[src/shared/aes_seq_consts.vh]
// Purpose: Shared constants for the AES demo sequencer and its display path.
// Assumes: 40 MHz system clock; serial display at 57600 baud.
// Notes: Message block contents and the counter start value are arbitrary demo data.
`ifndef AES_SEQ_CONSTS_VH
`define AES_SEQ_CONSTS_VH

// Operation codes on the command port.
`define OP_ENCRYPT 2'h0
`define OP_DECRYPT 2'h1
`define OP_CBC_MAC 2'h2

// Cipher mode field of a service request.
`define MODE_ECB 2'h0
`define MODE_CBC 2'h1
`define MODE_OFB 2'h2
`define MODE_CTR 2'h3

// Message source: four 128-bit blocks, the last one carries the switch byte.
`define MSG_BLOCKS 3'h4
`define MSG_BLOCK0 128'h00112233445566778899aabbccddeeff
`define MSG_BLOCK1 128'h0f1e2d3c4b5a69788796a5b4c3d2e1f0
`define MSG_BLOCK2 128'h13579bdf02468ace13579bdf02468ace
`define MSG_BLOCK3_HI 120'h6d6573736167652d73776974636800
`define ZERO_IV 128'h00000000000000000000000000000000
`define COUNTER_START 128'h00000000000000000000000000000000
`define COUNTER_STEP 128'h00000000000000000000000000000001

// Text formatting.
`define RESULT_BYTES 5'h10
`define LINE_CHARS 6'h22
`define CHAR_ZERO 8'h30
`define CHAR_A_LOWER 8'h61
`define CHAR_CR 8'h0d
`define CHAR_LF 8'h0a
`define DIGIT_TEN 4'ha

// Serial display framing and timing.
`define CLK_HZ 40000000
`define BAUD_RATE 57600
// Bit time in clock cycles: the clock rate over the baud rate, rounded down, sized for the baud counter.
`define BIT_CYCLES 10'h2b6
`define FRAME_BITS 4'ha
`define IDLE_LINE 1'b1

// Character buffer geometry.
`define FIFO_WIDTH 8
`define FIFO_DEPTH 16
`define FIFO_ADDR 4

`endif

[src/rtl/char_fifo.v]
// Purpose: Synchronous FIFO with valid/ready on both sides.
// Assumes: Single clock; in_ready low when full, out_valid low when empty.
// Notes: A push and a pop in the same cycle leave the level unchanged.
`timescale 1ns/1ps
module char_fifo #(
  parameter WIDTH = 8,
  parameter DEPTH = 16,
  parameter AW = 4
) (
  input wire clock, // System clock.
  input wire rst, // Asynchronous reset, active high.
  input wire in_valid, // Writer offers a word.
  output wire in_ready, // Room for a word.
  input wire [WIDTH-1:0] in_data, // Word offered.
  output wire out_valid, // A word is available.
  input wire out_ready, // Reader takes the word.
  output wire [WIDTH-1:0] out_data // Oldest word.
);
  reg [WIDTH-1:0] mem [0:DEPTH-1];
  reg [AW-1:0] wr_ptr_q;
  reg [AW-1:0] rd_ptr_q;
  reg [AW:0] level_q;
  wire push;
  wire pop;

  assign in_ready = (level_q != DEPTH[AW:0]);
  assign out_valid = (level_q != {(AW+1){1'b0}});
  assign out_data = mem[rd_ptr_q];
  assign push = in_valid && in_ready;
  assign pop = out_valid && out_ready;

  always @(posedge clock) begin
    if (push) begin
      mem[wr_ptr_q] <= in_data;
    end
  end

  always @(posedge clock or posedge rst) begin
    if (rst) begin
      wr_ptr_q <= {AW{1'b0}};
      rd_ptr_q <= {AW{1'b0}};
      level_q <= {(AW+1){1'b0}};
    end else begin
      if (push) begin
        wr_ptr_q <= wr_ptr_q + 1'b1;
      end
      if (pop) begin
        rd_ptr_q <= rd_ptr_q + 1'b1;
      end
      if (push && !pop) begin
        level_q <= level_q + 1'b1;
      end else if (pop && !push) begin
        level_q <= level_q - 1'b1;
      end
    end
  end
endmodule

[src/rtl/aes_demo_seq.v]
// Purpose: Sequencer that drives an AES service core and prints results as hex text.
// Assumes: The service core pulses svc_done for one cycle with svc_result valid.
// Notes: Message lengths are whole 128-bit blocks; no padding is ever added.
`timescale 1ns/1ps
`include "aes_seq_consts.vh"

// Contract
// Byte prints upper nibble, then lower nibble.
// Digits map to 0-9 then a-f.
// Multi-byte values print first byte first.
// Plaintext is incrementing big-endian counter.
// Decryption uses most recent ciphertext.
// CBC-MAC uses CBC mode, zero first IV.
// Later blocks chain on previous ciphertext.
// Every CBC-MAC request carries its IV.
// Messages are whole 128-bit blocks only.
// Four messages; one follows external switches. The code has one message of four blocks, and block 3 carries the switch byte.
// Block counter ends at message length; block_q stops at MSG_BLOCKS - 1.
// Engine takes 128-bit blocks, 128/256-bit keys.
// Engine offers ECB, CBC, OFB, CTR.
// Serial port 57600 baud, 8N1.
// Mode code 00 ECB 01 CBC 10 OFB 11 CTR.
// One held request per operation, capture result.
module aes_demo_seq (
  input wire clock, // 40 MHz system clock.
  input wire rst, // Asynchronous reset, active high.
  input wire cmd_valid, // Start an operation.
  input wire [1:0] cmd_op, // Operation code.
  input wire [255:0] cmd_key, // Key; 128-bit keys sit in the upper half.
  input wire cmd_key_256, // High selects a 256-bit key.
  output reg cmd_ready_q, // Idle and able to take a command.
  input wire [7:0] msg_switch, // Switch pins that shape the last message block.
  output reg svc_req_q, // Request to the service core.
  output reg svc_decrypt_q, // High asks for decryption.
  output reg [1:0] svc_mode_q, // Cipher mode code.
  output reg svc_key_256_q, // Key length select.
  output reg [255:0] svc_key_q, // Key to the service core.
  output reg [127:0] svc_iv_q, // Initialization vector.
  output reg [127:0] svc_data_q, // Input block.
  input wire svc_done, // Service core finished; result valid.
  input wire [127:0] svc_result, // Returned block.
  output reg [127:0] last_result_q, // Most recent service core result, including intermediate CBC-MAC blocks.
  output reg uart_txd_q // Serial display line.
);
  localparam ST_IDLE = 2'h0;
  localparam ST_REQ = 2'h1;
  localparam ST_FMT = 2'h2;

  localparam TX_IDLE = 1'b0;
  localparam TX_SEND = 1'b1;

  localparam [9:0] BIT_CYCLES = `BIT_CYCLES;

  reg [1:0] state_q;
  reg [1:0] state_d;
  reg [1:0] op_q;
  reg [127:0] counter_q;
  reg [127:0] cipher_q;
  reg [2:0] block_q;
  reg [127:0] shift_q;
  reg [5:0] char_idx_q;
  reg [7:0] sw_meta_q;
  reg [7:0] sw_sync_q;

  reg tx_state_q;
  reg [9:0] frame_q;
  reg [3:0] bit_cnt_q;
  reg [9:0] baud_cnt_q;

  reg [7:0] fmt_char;
  wire fmt_valid;
  wire fmt_ready;
  wire tx_valid;
  wire tx_take;
  wire [7:0] tx_byte;
  wire last_block;

  // Hex digit to its lower-case ASCII character.
  function [7:0] hex_char;
    input [3:0] nib;
    begin
      if (nib < `DIGIT_TEN) begin
        hex_char = `CHAR_ZERO + {4'h0, nib};
      end else begin
        hex_char = `CHAR_A_LOWER + {4'h0, nib - `DIGIT_TEN};
      end
    end
  endfunction

  // Message source; block 3 carries the synchronised switch byte.
  function [127:0] msg_block;
    input [2:0] idx;
    input [7:0] sw;
    begin
      case (idx)
        3'h0: msg_block = `MSG_BLOCK0;
        3'h1: msg_block = `MSG_BLOCK1;
        3'h2: msg_block = `MSG_BLOCK2;
        default: msg_block = {`MSG_BLOCK3_HI, sw};
      endcase
    end
  endfunction

  // The switches come from pins, so they pass two flip-flops first.
  always @(posedge clock or posedge rst) begin
    if (rst) begin
      sw_meta_q <= 8'h00;
      sw_sync_q <= 8'h00;
    end else begin
      sw_meta_q <= msg_switch;
      sw_sync_q <= sw_meta_q;
    end
  end

  // The block counter stops at the last block index, one below the configured message length.
  assign last_block = (block_q == `MSG_BLOCKS - 3'h1);

  always @* begin
    state_d = state_q;
    case (state_q)
      ST_IDLE: begin
        if (cmd_valid) begin
          state_d = ST_REQ;
        end
      end
      ST_REQ: begin
        if (svc_done && (op_q != `OP_CBC_MAC || last_block)) begin
          state_d = ST_FMT;
        end
      end
      ST_FMT: begin
        if (fmt_valid && fmt_ready && char_idx_q == `LINE_CHARS - 6'h1) begin
          state_d = ST_IDLE;
        end
      end
      default: begin
        state_d = ST_IDLE;
      end
    endcase
  end

  // Command acceptance, the service request and the result capture.
  always @(posedge clock or posedge rst) begin
    if (rst) begin
      state_q <= ST_IDLE;
      cmd_ready_q <= 1'b1;
      op_q <= `OP_ENCRYPT;
      svc_req_q <= 1'b0;
      svc_decrypt_q <= 1'b0;
      svc_mode_q <= `MODE_ECB;
      svc_key_256_q <= 1'b0;
      svc_key_q <= 256'h0;
      svc_iv_q <= `ZERO_IV;
      svc_data_q <= 128'h0;
      counter_q <= `COUNTER_START;
      cipher_q <= 128'h0;
      block_q <= 3'h0;
      last_result_q <= 128'h0;
    end else begin
      state_q <= state_d;
      cmd_ready_q <= (state_d == ST_IDLE);
      case (state_q)
        ST_IDLE: begin
          if (cmd_valid) begin
            op_q <= cmd_op;
            svc_req_q <= 1'b1;
            svc_key_q <= cmd_key;
            svc_key_256_q <= cmd_key_256;
            svc_iv_q <= `ZERO_IV;
            block_q <= 3'h0;
            case (cmd_op)
              `OP_DECRYPT: begin
                svc_decrypt_q <= 1'b1;
                svc_mode_q <= `MODE_ECB;
                svc_data_q <= cipher_q;
              end
              `OP_CBC_MAC: begin
                svc_decrypt_q <= 1'b0;
                svc_mode_q <= `MODE_CBC;
                svc_data_q <= msg_block(3'h0, sw_sync_q);
              end
              default: begin
                svc_decrypt_q <= 1'b0;
                svc_mode_q <= `MODE_ECB;
                svc_data_q <= counter_q;
              end
            endcase
          end
        end
        ST_REQ: begin
          // The request stays high with stable inputs until the core finishes.
          if (svc_done) begin
            svc_req_q <= 1'b0;
            last_result_q <= svc_result;
            if (op_q == `OP_CBC_MAC) begin
              if (!last_block) begin
                // Next block chains on this block's ciphertext as its IV.
                block_q <= block_q + 3'h1;
                svc_iv_q <= svc_result;
                svc_data_q <= msg_block(block_q + 3'h1, sw_sync_q);
                svc_req_q <= 1'b1;
              end
            end else if (op_q == `OP_DECRYPT) begin
              svc_decrypt_q <= 1'b0;
            end else begin
              cipher_q <= svc_result;
              counter_q <= counter_q + `COUNTER_STEP;
            end
          end
        end
        default: begin
        end
      endcase
    end
  end

  // Formatter: 32 hex characters, first byte first, then CR and LF.
  always @(posedge clock or posedge rst) begin
    if (rst) begin
      shift_q <= 128'h0;
      char_idx_q <= 6'h00;
    end else if (state_q == ST_REQ && state_d == ST_FMT) begin
      shift_q <= svc_result;
      char_idx_q <= 6'h00;
    end else if (state_q == ST_FMT && fmt_ready) begin
      // Each push moves the next nibble into the top, so the
      // upper nibble of each byte goes out before the lower one.
      shift_q <= {shift_q[123:0], 4'h0};
      char_idx_q <= char_idx_q + 6'h1;
    end
  end

  assign fmt_valid = (state_q == ST_FMT);

  always @* begin
    if (char_idx_q == `LINE_CHARS - 6'h2) begin
      fmt_char = `CHAR_CR;
    end else if (char_idx_q == `LINE_CHARS - 6'h1) begin
      fmt_char = `CHAR_LF;
    end else begin
      fmt_char = hex_char(shift_q[127:124]);
    end
  end

  // Character buffer between the formatter and the serial transmitter.
  char_fifo #(
    .WIDTH(`FIFO_WIDTH),
    .DEPTH(`FIFO_DEPTH),
    .AW(`FIFO_ADDR)
  ) u_char_fifo (
    .clock(clock),
    .rst(rst),
    .in_valid(fmt_valid),
    .in_ready(fmt_ready),
    .in_data(fmt_char),
    .out_valid(tx_valid),
    .out_ready(tx_take),
    .out_data(tx_byte)
  );

  assign tx_take = (tx_state_q == TX_IDLE) && tx_valid;

  // Serial transmitter: start bit, eight data bits LSB first, one stop bit.
  always @(posedge clock or posedge rst) begin
    if (rst) begin
      tx_state_q <= TX_IDLE;
      frame_q <= 10'h3ff;
      bit_cnt_q <= 4'h0;
      baud_cnt_q <= 10'h000;
      uart_txd_q <= `IDLE_LINE;
    end else begin
      case (tx_state_q)
        TX_IDLE: begin
          uart_txd_q <= `IDLE_LINE;
          if (tx_valid) begin
            frame_q <= {1'b1, tx_byte, 1'b0};
            bit_cnt_q <= 4'h0;
            baud_cnt_q <= 10'h000;
            tx_state_q <= TX_SEND;
          end
        end
        TX_SEND: begin
          uart_txd_q <= frame_q[0];
          if (baud_cnt_q == BIT_CYCLES - 10'h001) begin
            baud_cnt_q <= 10'h000;
            frame_q <= {1'b1, frame_q[9:1]};
            if (bit_cnt_q == `FRAME_BITS - 4'h1) begin
              tx_state_q <= TX_IDLE;
            end else begin
              bit_cnt_q <= bit_cnt_q + 4'h1;
            end
          end else begin
            baud_cnt_q <= baud_cnt_q + 10'h001;
          end
        end
        default: begin
          tx_state_q <= TX_IDLE;
        end
      endcase
    end
  end
endmodule

[config.mk]
export PLATFORM = sky130hd
export DESIGN_NAME = aes_demo_seq
export DESIGN_NICKNAME = d
export VERILOG_FILES = /design/src/rtl/char_fifo.v /design/src/rtl/aes_demo_seq.v
export VERILOG_INCLUDE_DIRS = /design/src /design/src/shared
export SDC_FILE = /design/constraint.sdc
export NUM_CORES = 2
export LEC_CHECK = 0
export BUFFER_PORTS_ARGS = -buffer_cell sky130_fd_sc_hd__buf_2
export CAP_MARGIN = 20
export CORE_AREA = 4 4 402 404
export DETAILED_ROUTE_END_ITERATION = 7
export DIE_AREA = 0 0 406 408
export PLACE_DENSITY = 0.55
export SETUP_SLACK_MARGIN = 0.15
export SYNTH_ARGS = -nofsm -noshare
export SYNTH_HDL_FRONTEND = slang
export SYNTH_HIERARCHICAL = 1
export SYNTH_SLANG_ARGS = --single-unit
[constraint.sdc]
create_clock -name clock -period 42.8 [get_ports clock]
set_input_delay 2.14 -clock clock [delete_from_list [all_inputs] [get_ports clock]]
set_output_delay 2.14 -clock clock [all_outputs]
set_load 0.05 [all_outputs]
==> results.md <==
- Final core utilization: 40.1%
- Fin Setup TNS: 0 ns
- CTS tree: yes
- Critical R2R Launch: block_q[0]
- H-tree depth: 4
- Fin nets: 6,412
- Comb power frac: 45.1%
- Simple-gate area share of the yosys netlist: 20.9%
- Global Route Usage Sum: 25.7%
- Mapped Cells: 5,019
- Flop pwr share: 32.9%
- Die area: 166,000 µm²
- Placement Cell Area: 58,200 µm²
- Syn. warnings: 6
- Post-cts resize count: 0
- DRT iter0 DRCs: 3,892
- DRT Pass-1 Iters: 7
- Complex-gate fraction of the synthesized area: 7.42%
- Wire per inst: 26.5 µm
- Hold slack: 0.346 ns
- FMAX: 0.215 GHz
- Clock period minus final worst setup slack: 4.65 ns
- Cell area after layout: 63,400 µm²
- Crit Path Max Fanout: 162
- Routed Antenna Nets: 0
- Vias in the first global route: 41,200
- Global route overflow: 0
- Hold_sp: sw_meta_q[7]
- Clk sinks: 1,224
- Cell area after synthesis: 51,000 µm²
- Seq cells post-synth: 1,224
- Multi-input gate area: 18,500 µm²
- Drt drc: 0
- Antenna violations before repair: 69
- FFs w/ async S/R, synth: 89.5%
- Total Wirelength: 218,000 µm
- Cell mode on critical path: buf_12
- Die height: 408 µm
- Non-filler cells, final: 8,225
- Port bufs: 1,044
- Clock latency on the worst-skew pair: 0.79 ns
- Adder-cell share of the synthesized area: 0.727%
- Period Utilization, post-route: 10.9%
- Dpl hpwl: 162,000 µm
- Largest family of logic cells by synthesized area: simple AND/OR/NAND/NOR gates
- Slowest library cell on the worst path: buf_4
- Post-Route Skew: 0.0614 ns
- Total CTS buffers: 144
- P per Cell Area: 90.5 nW/µm²
- Register area share after synthesis: 61.4%
- RSZ-0062 raised after global routing: false
- Fin. max-slew vios: 0
- Total core area: 158,000 µm²
- Largest net degree at the start of global routing: 163
- Crit path cell chain: buf_2 -> inv_8 -> buf_12 -> buf_12 -> buf_4
- Clk pwr share: 22.0%
- Critical Path RT: 43.54 ns
- Fillers: 15,800
- Crit. Startpoint: rst
- Syn Area/Cell: 10.2 µm²
- Layout cells sized above 1: 25.5%
- Die width: 406 µm
- Final setup violation count: 0
- Reg area: 31,300 µm²
- Root Buffer: clkbuf_16
- Ports: 1,046
- P_int: 0.00294 W
- Max stage delay on crit path: 0.91 ns
- Postcts setup bufs: 0
- Final GP Congestion: 0.958
- CTS Buffer Depth: 3
- Post-synth cell types: 60
- CP Capture Type: async pin
- Final hold vios: 0
- Via count: 41,800
- Floorplan row count: 146
- Worst Path Buf+Inv: 5
- Delay-heaviest family, CP: buffers and inverters
- Worst Tran Pin Value: 1.20 ns
- Status: finished clean
- Leakage: 31.2 nW
- HP Class: reg2reg
- Max-Cap Viols: 0
- Startpoint Class: input pin
- XOR/XNOR share of the synthesized area: 2.51%
- Post-synth EDFFs: 128
- Hold_buf cts: 0
- Slew margin rel.: 20.1%
- First-pass GRT wire length: 309,000 µm
- Vias per cell: 5.08
- Sw power: 0.00279 W
- Crit Path Category: in2async
- Switching Fraction: 48.7%
- Peak VDD IR: 59.2 µV
- Predominant post-synthesis flop cell: dfrtp_1
- Layout area overhead: 24.3%
- Clock transition at the registers of the reported paths: 0.05 ns
- Initial core utilization: 32.3%
- CP arrival: 5.39 ns
- Post-synthesis mux area share: 4.37%
- Post-placement cell count: 7,906
-- per-stage QoR --
step	total power, W	worst slack (ns)
2_1_floorplan	0.00365	10.19
3_3_place_gp	0.00446	36.96
3_5_place_dp	0.00450	36.94
4_1_cts	0.00578	37.81
5_1_grt	0.00602	37.63
6_report	0.00573	38.15
-- final cells by class --
| cell class | count | area share, % |
|---|---|---|
| sequential | 1224 | 49.4 |
| multi-input combinational | 3468 | 29.2 |
| timing repair buffer | 1109 | 9.12 |
| clock buffer | 201 | 6.50 |
| tap | 2072 | 4.09 |
| clock inverter | 62 | 1.25 |
| inverter | 37 | 0.231 |
| antenna | 52 | 0.205 |
-- sequential cells by signal, summed over array words and instances (netlist names), 9 cells and up --
signal,cells
u_char_fifo/mem,128
baud_cnt_q,10
svc_iv_q,128
shift_q,128
counter_q,128
svc_key_q,256
cipher_q,128
frame_q,9
svc_data_q,128
last_result_q,128
-- power groups by stage --
stage	combinational, W	clock, W	sequential [W]
2_1_floorplan	0.000792	0	0.00285
3_3_place_gp	0.00257	0	0.00189
3_5_place_dp	0.00260	0	0.00190
4_1_cts	0.00261	0.00129	0.00189
5_1_grt	0.00274	0.00134	0.00194
6_report	0.00258	0.00126	0.00189
-- path summary, 6_finish.rpt --
path	to	slack, ns	cells past startpoint
min	sw_sync_q[7]	0.35	0
min reg2reg	sw_sync_q[7]	0.35	0
max reg2reg	svc_data_q[0]	39.04	9
max in group clock	counter_q[117]	38.29	9
max	last_result_q[66]	38.15	5
min in group asynchronous	svc_key_q[205]	1.48	2
-- kinds of logic (layout without fill, tap and decap cells) --
kind of cell | after synthesis | after routing
simple gates | 2518 | 2518
fa+ha+maj | 29 | 29
buf+inv | 343 | 1409
mux | 186 | 186
other cells | 1 | 69
xor+xnor | 146 | 146
compound gates | 572 | 572
flops | 1224 | 1224
-- per-layer routing --
metal,up-vias,routed length [µm],GRT usage (%)
met5,-,37,0
met4,6,9760,12.4
met3,328,17000,6.83
met2,1479,107000,42.7
met1,21100,84300,31.0
li1,18900,-,-
-- synth_stat cells, drive strengths merged, types with 37 or more instances --
| library cell | count | share of area [%] |
|---|---|---|
| nor3 | 69 | 0.70 |
| a21oi | 106 | 1.0 |
| dfrtp | 1085 | 53 |
| a31oi | 119 | 1.5 |
| nand4 | 78 | 1.1 |
| nand3 | 179 | 1.8 |
| a22o | 67 | 1.2 |
| clkbuf | 275 | 2.0 |
| mux2i | 40 | 0.79 |
| inv | 37 | 0.27 |
| edfxtp | 128 | 7.5 |
| xor2 | 46 | 0.79 |
| nand2 | 1803 | 13 |
| o21ai | 131 | 1.3 |
| nor2b | 49 | 0.60 |
| o22a | 42 | 0.72 |
| nor2 | 219 | 1.6 |
| mux2 | 130 | 2.9 |
| xnor2 | 100 | 1.7 |
| a221oi | 57 | 1.0 |
-- layout by cell type, fill, tap and decap left out, drive strengths merged, types with 49 or more instances in the layout --
cell | Yosys | final
nand3 | 179 | 179
nand4 | 78 | 78
o21ai | 131 | 131
a221oi | 57 | 57
dfrtp | 1085 | 1085
a31oi | 119 | 119
a21oi | 106 | 106
nor2 | 219 | 219
diode | 0 | 52
nand2 | 1803 | 1803
buf | 31 | 1109
xnor2 | 100 | 100
edfxtp | 128 | 128
mux2 | 130 | 130
nor2b | 49 | 49
nor3 | 69 | 69
a22o | 67 | 67
clkbuf | 275 | 201
Note: power is estimated with default switching activity, not from simulation.
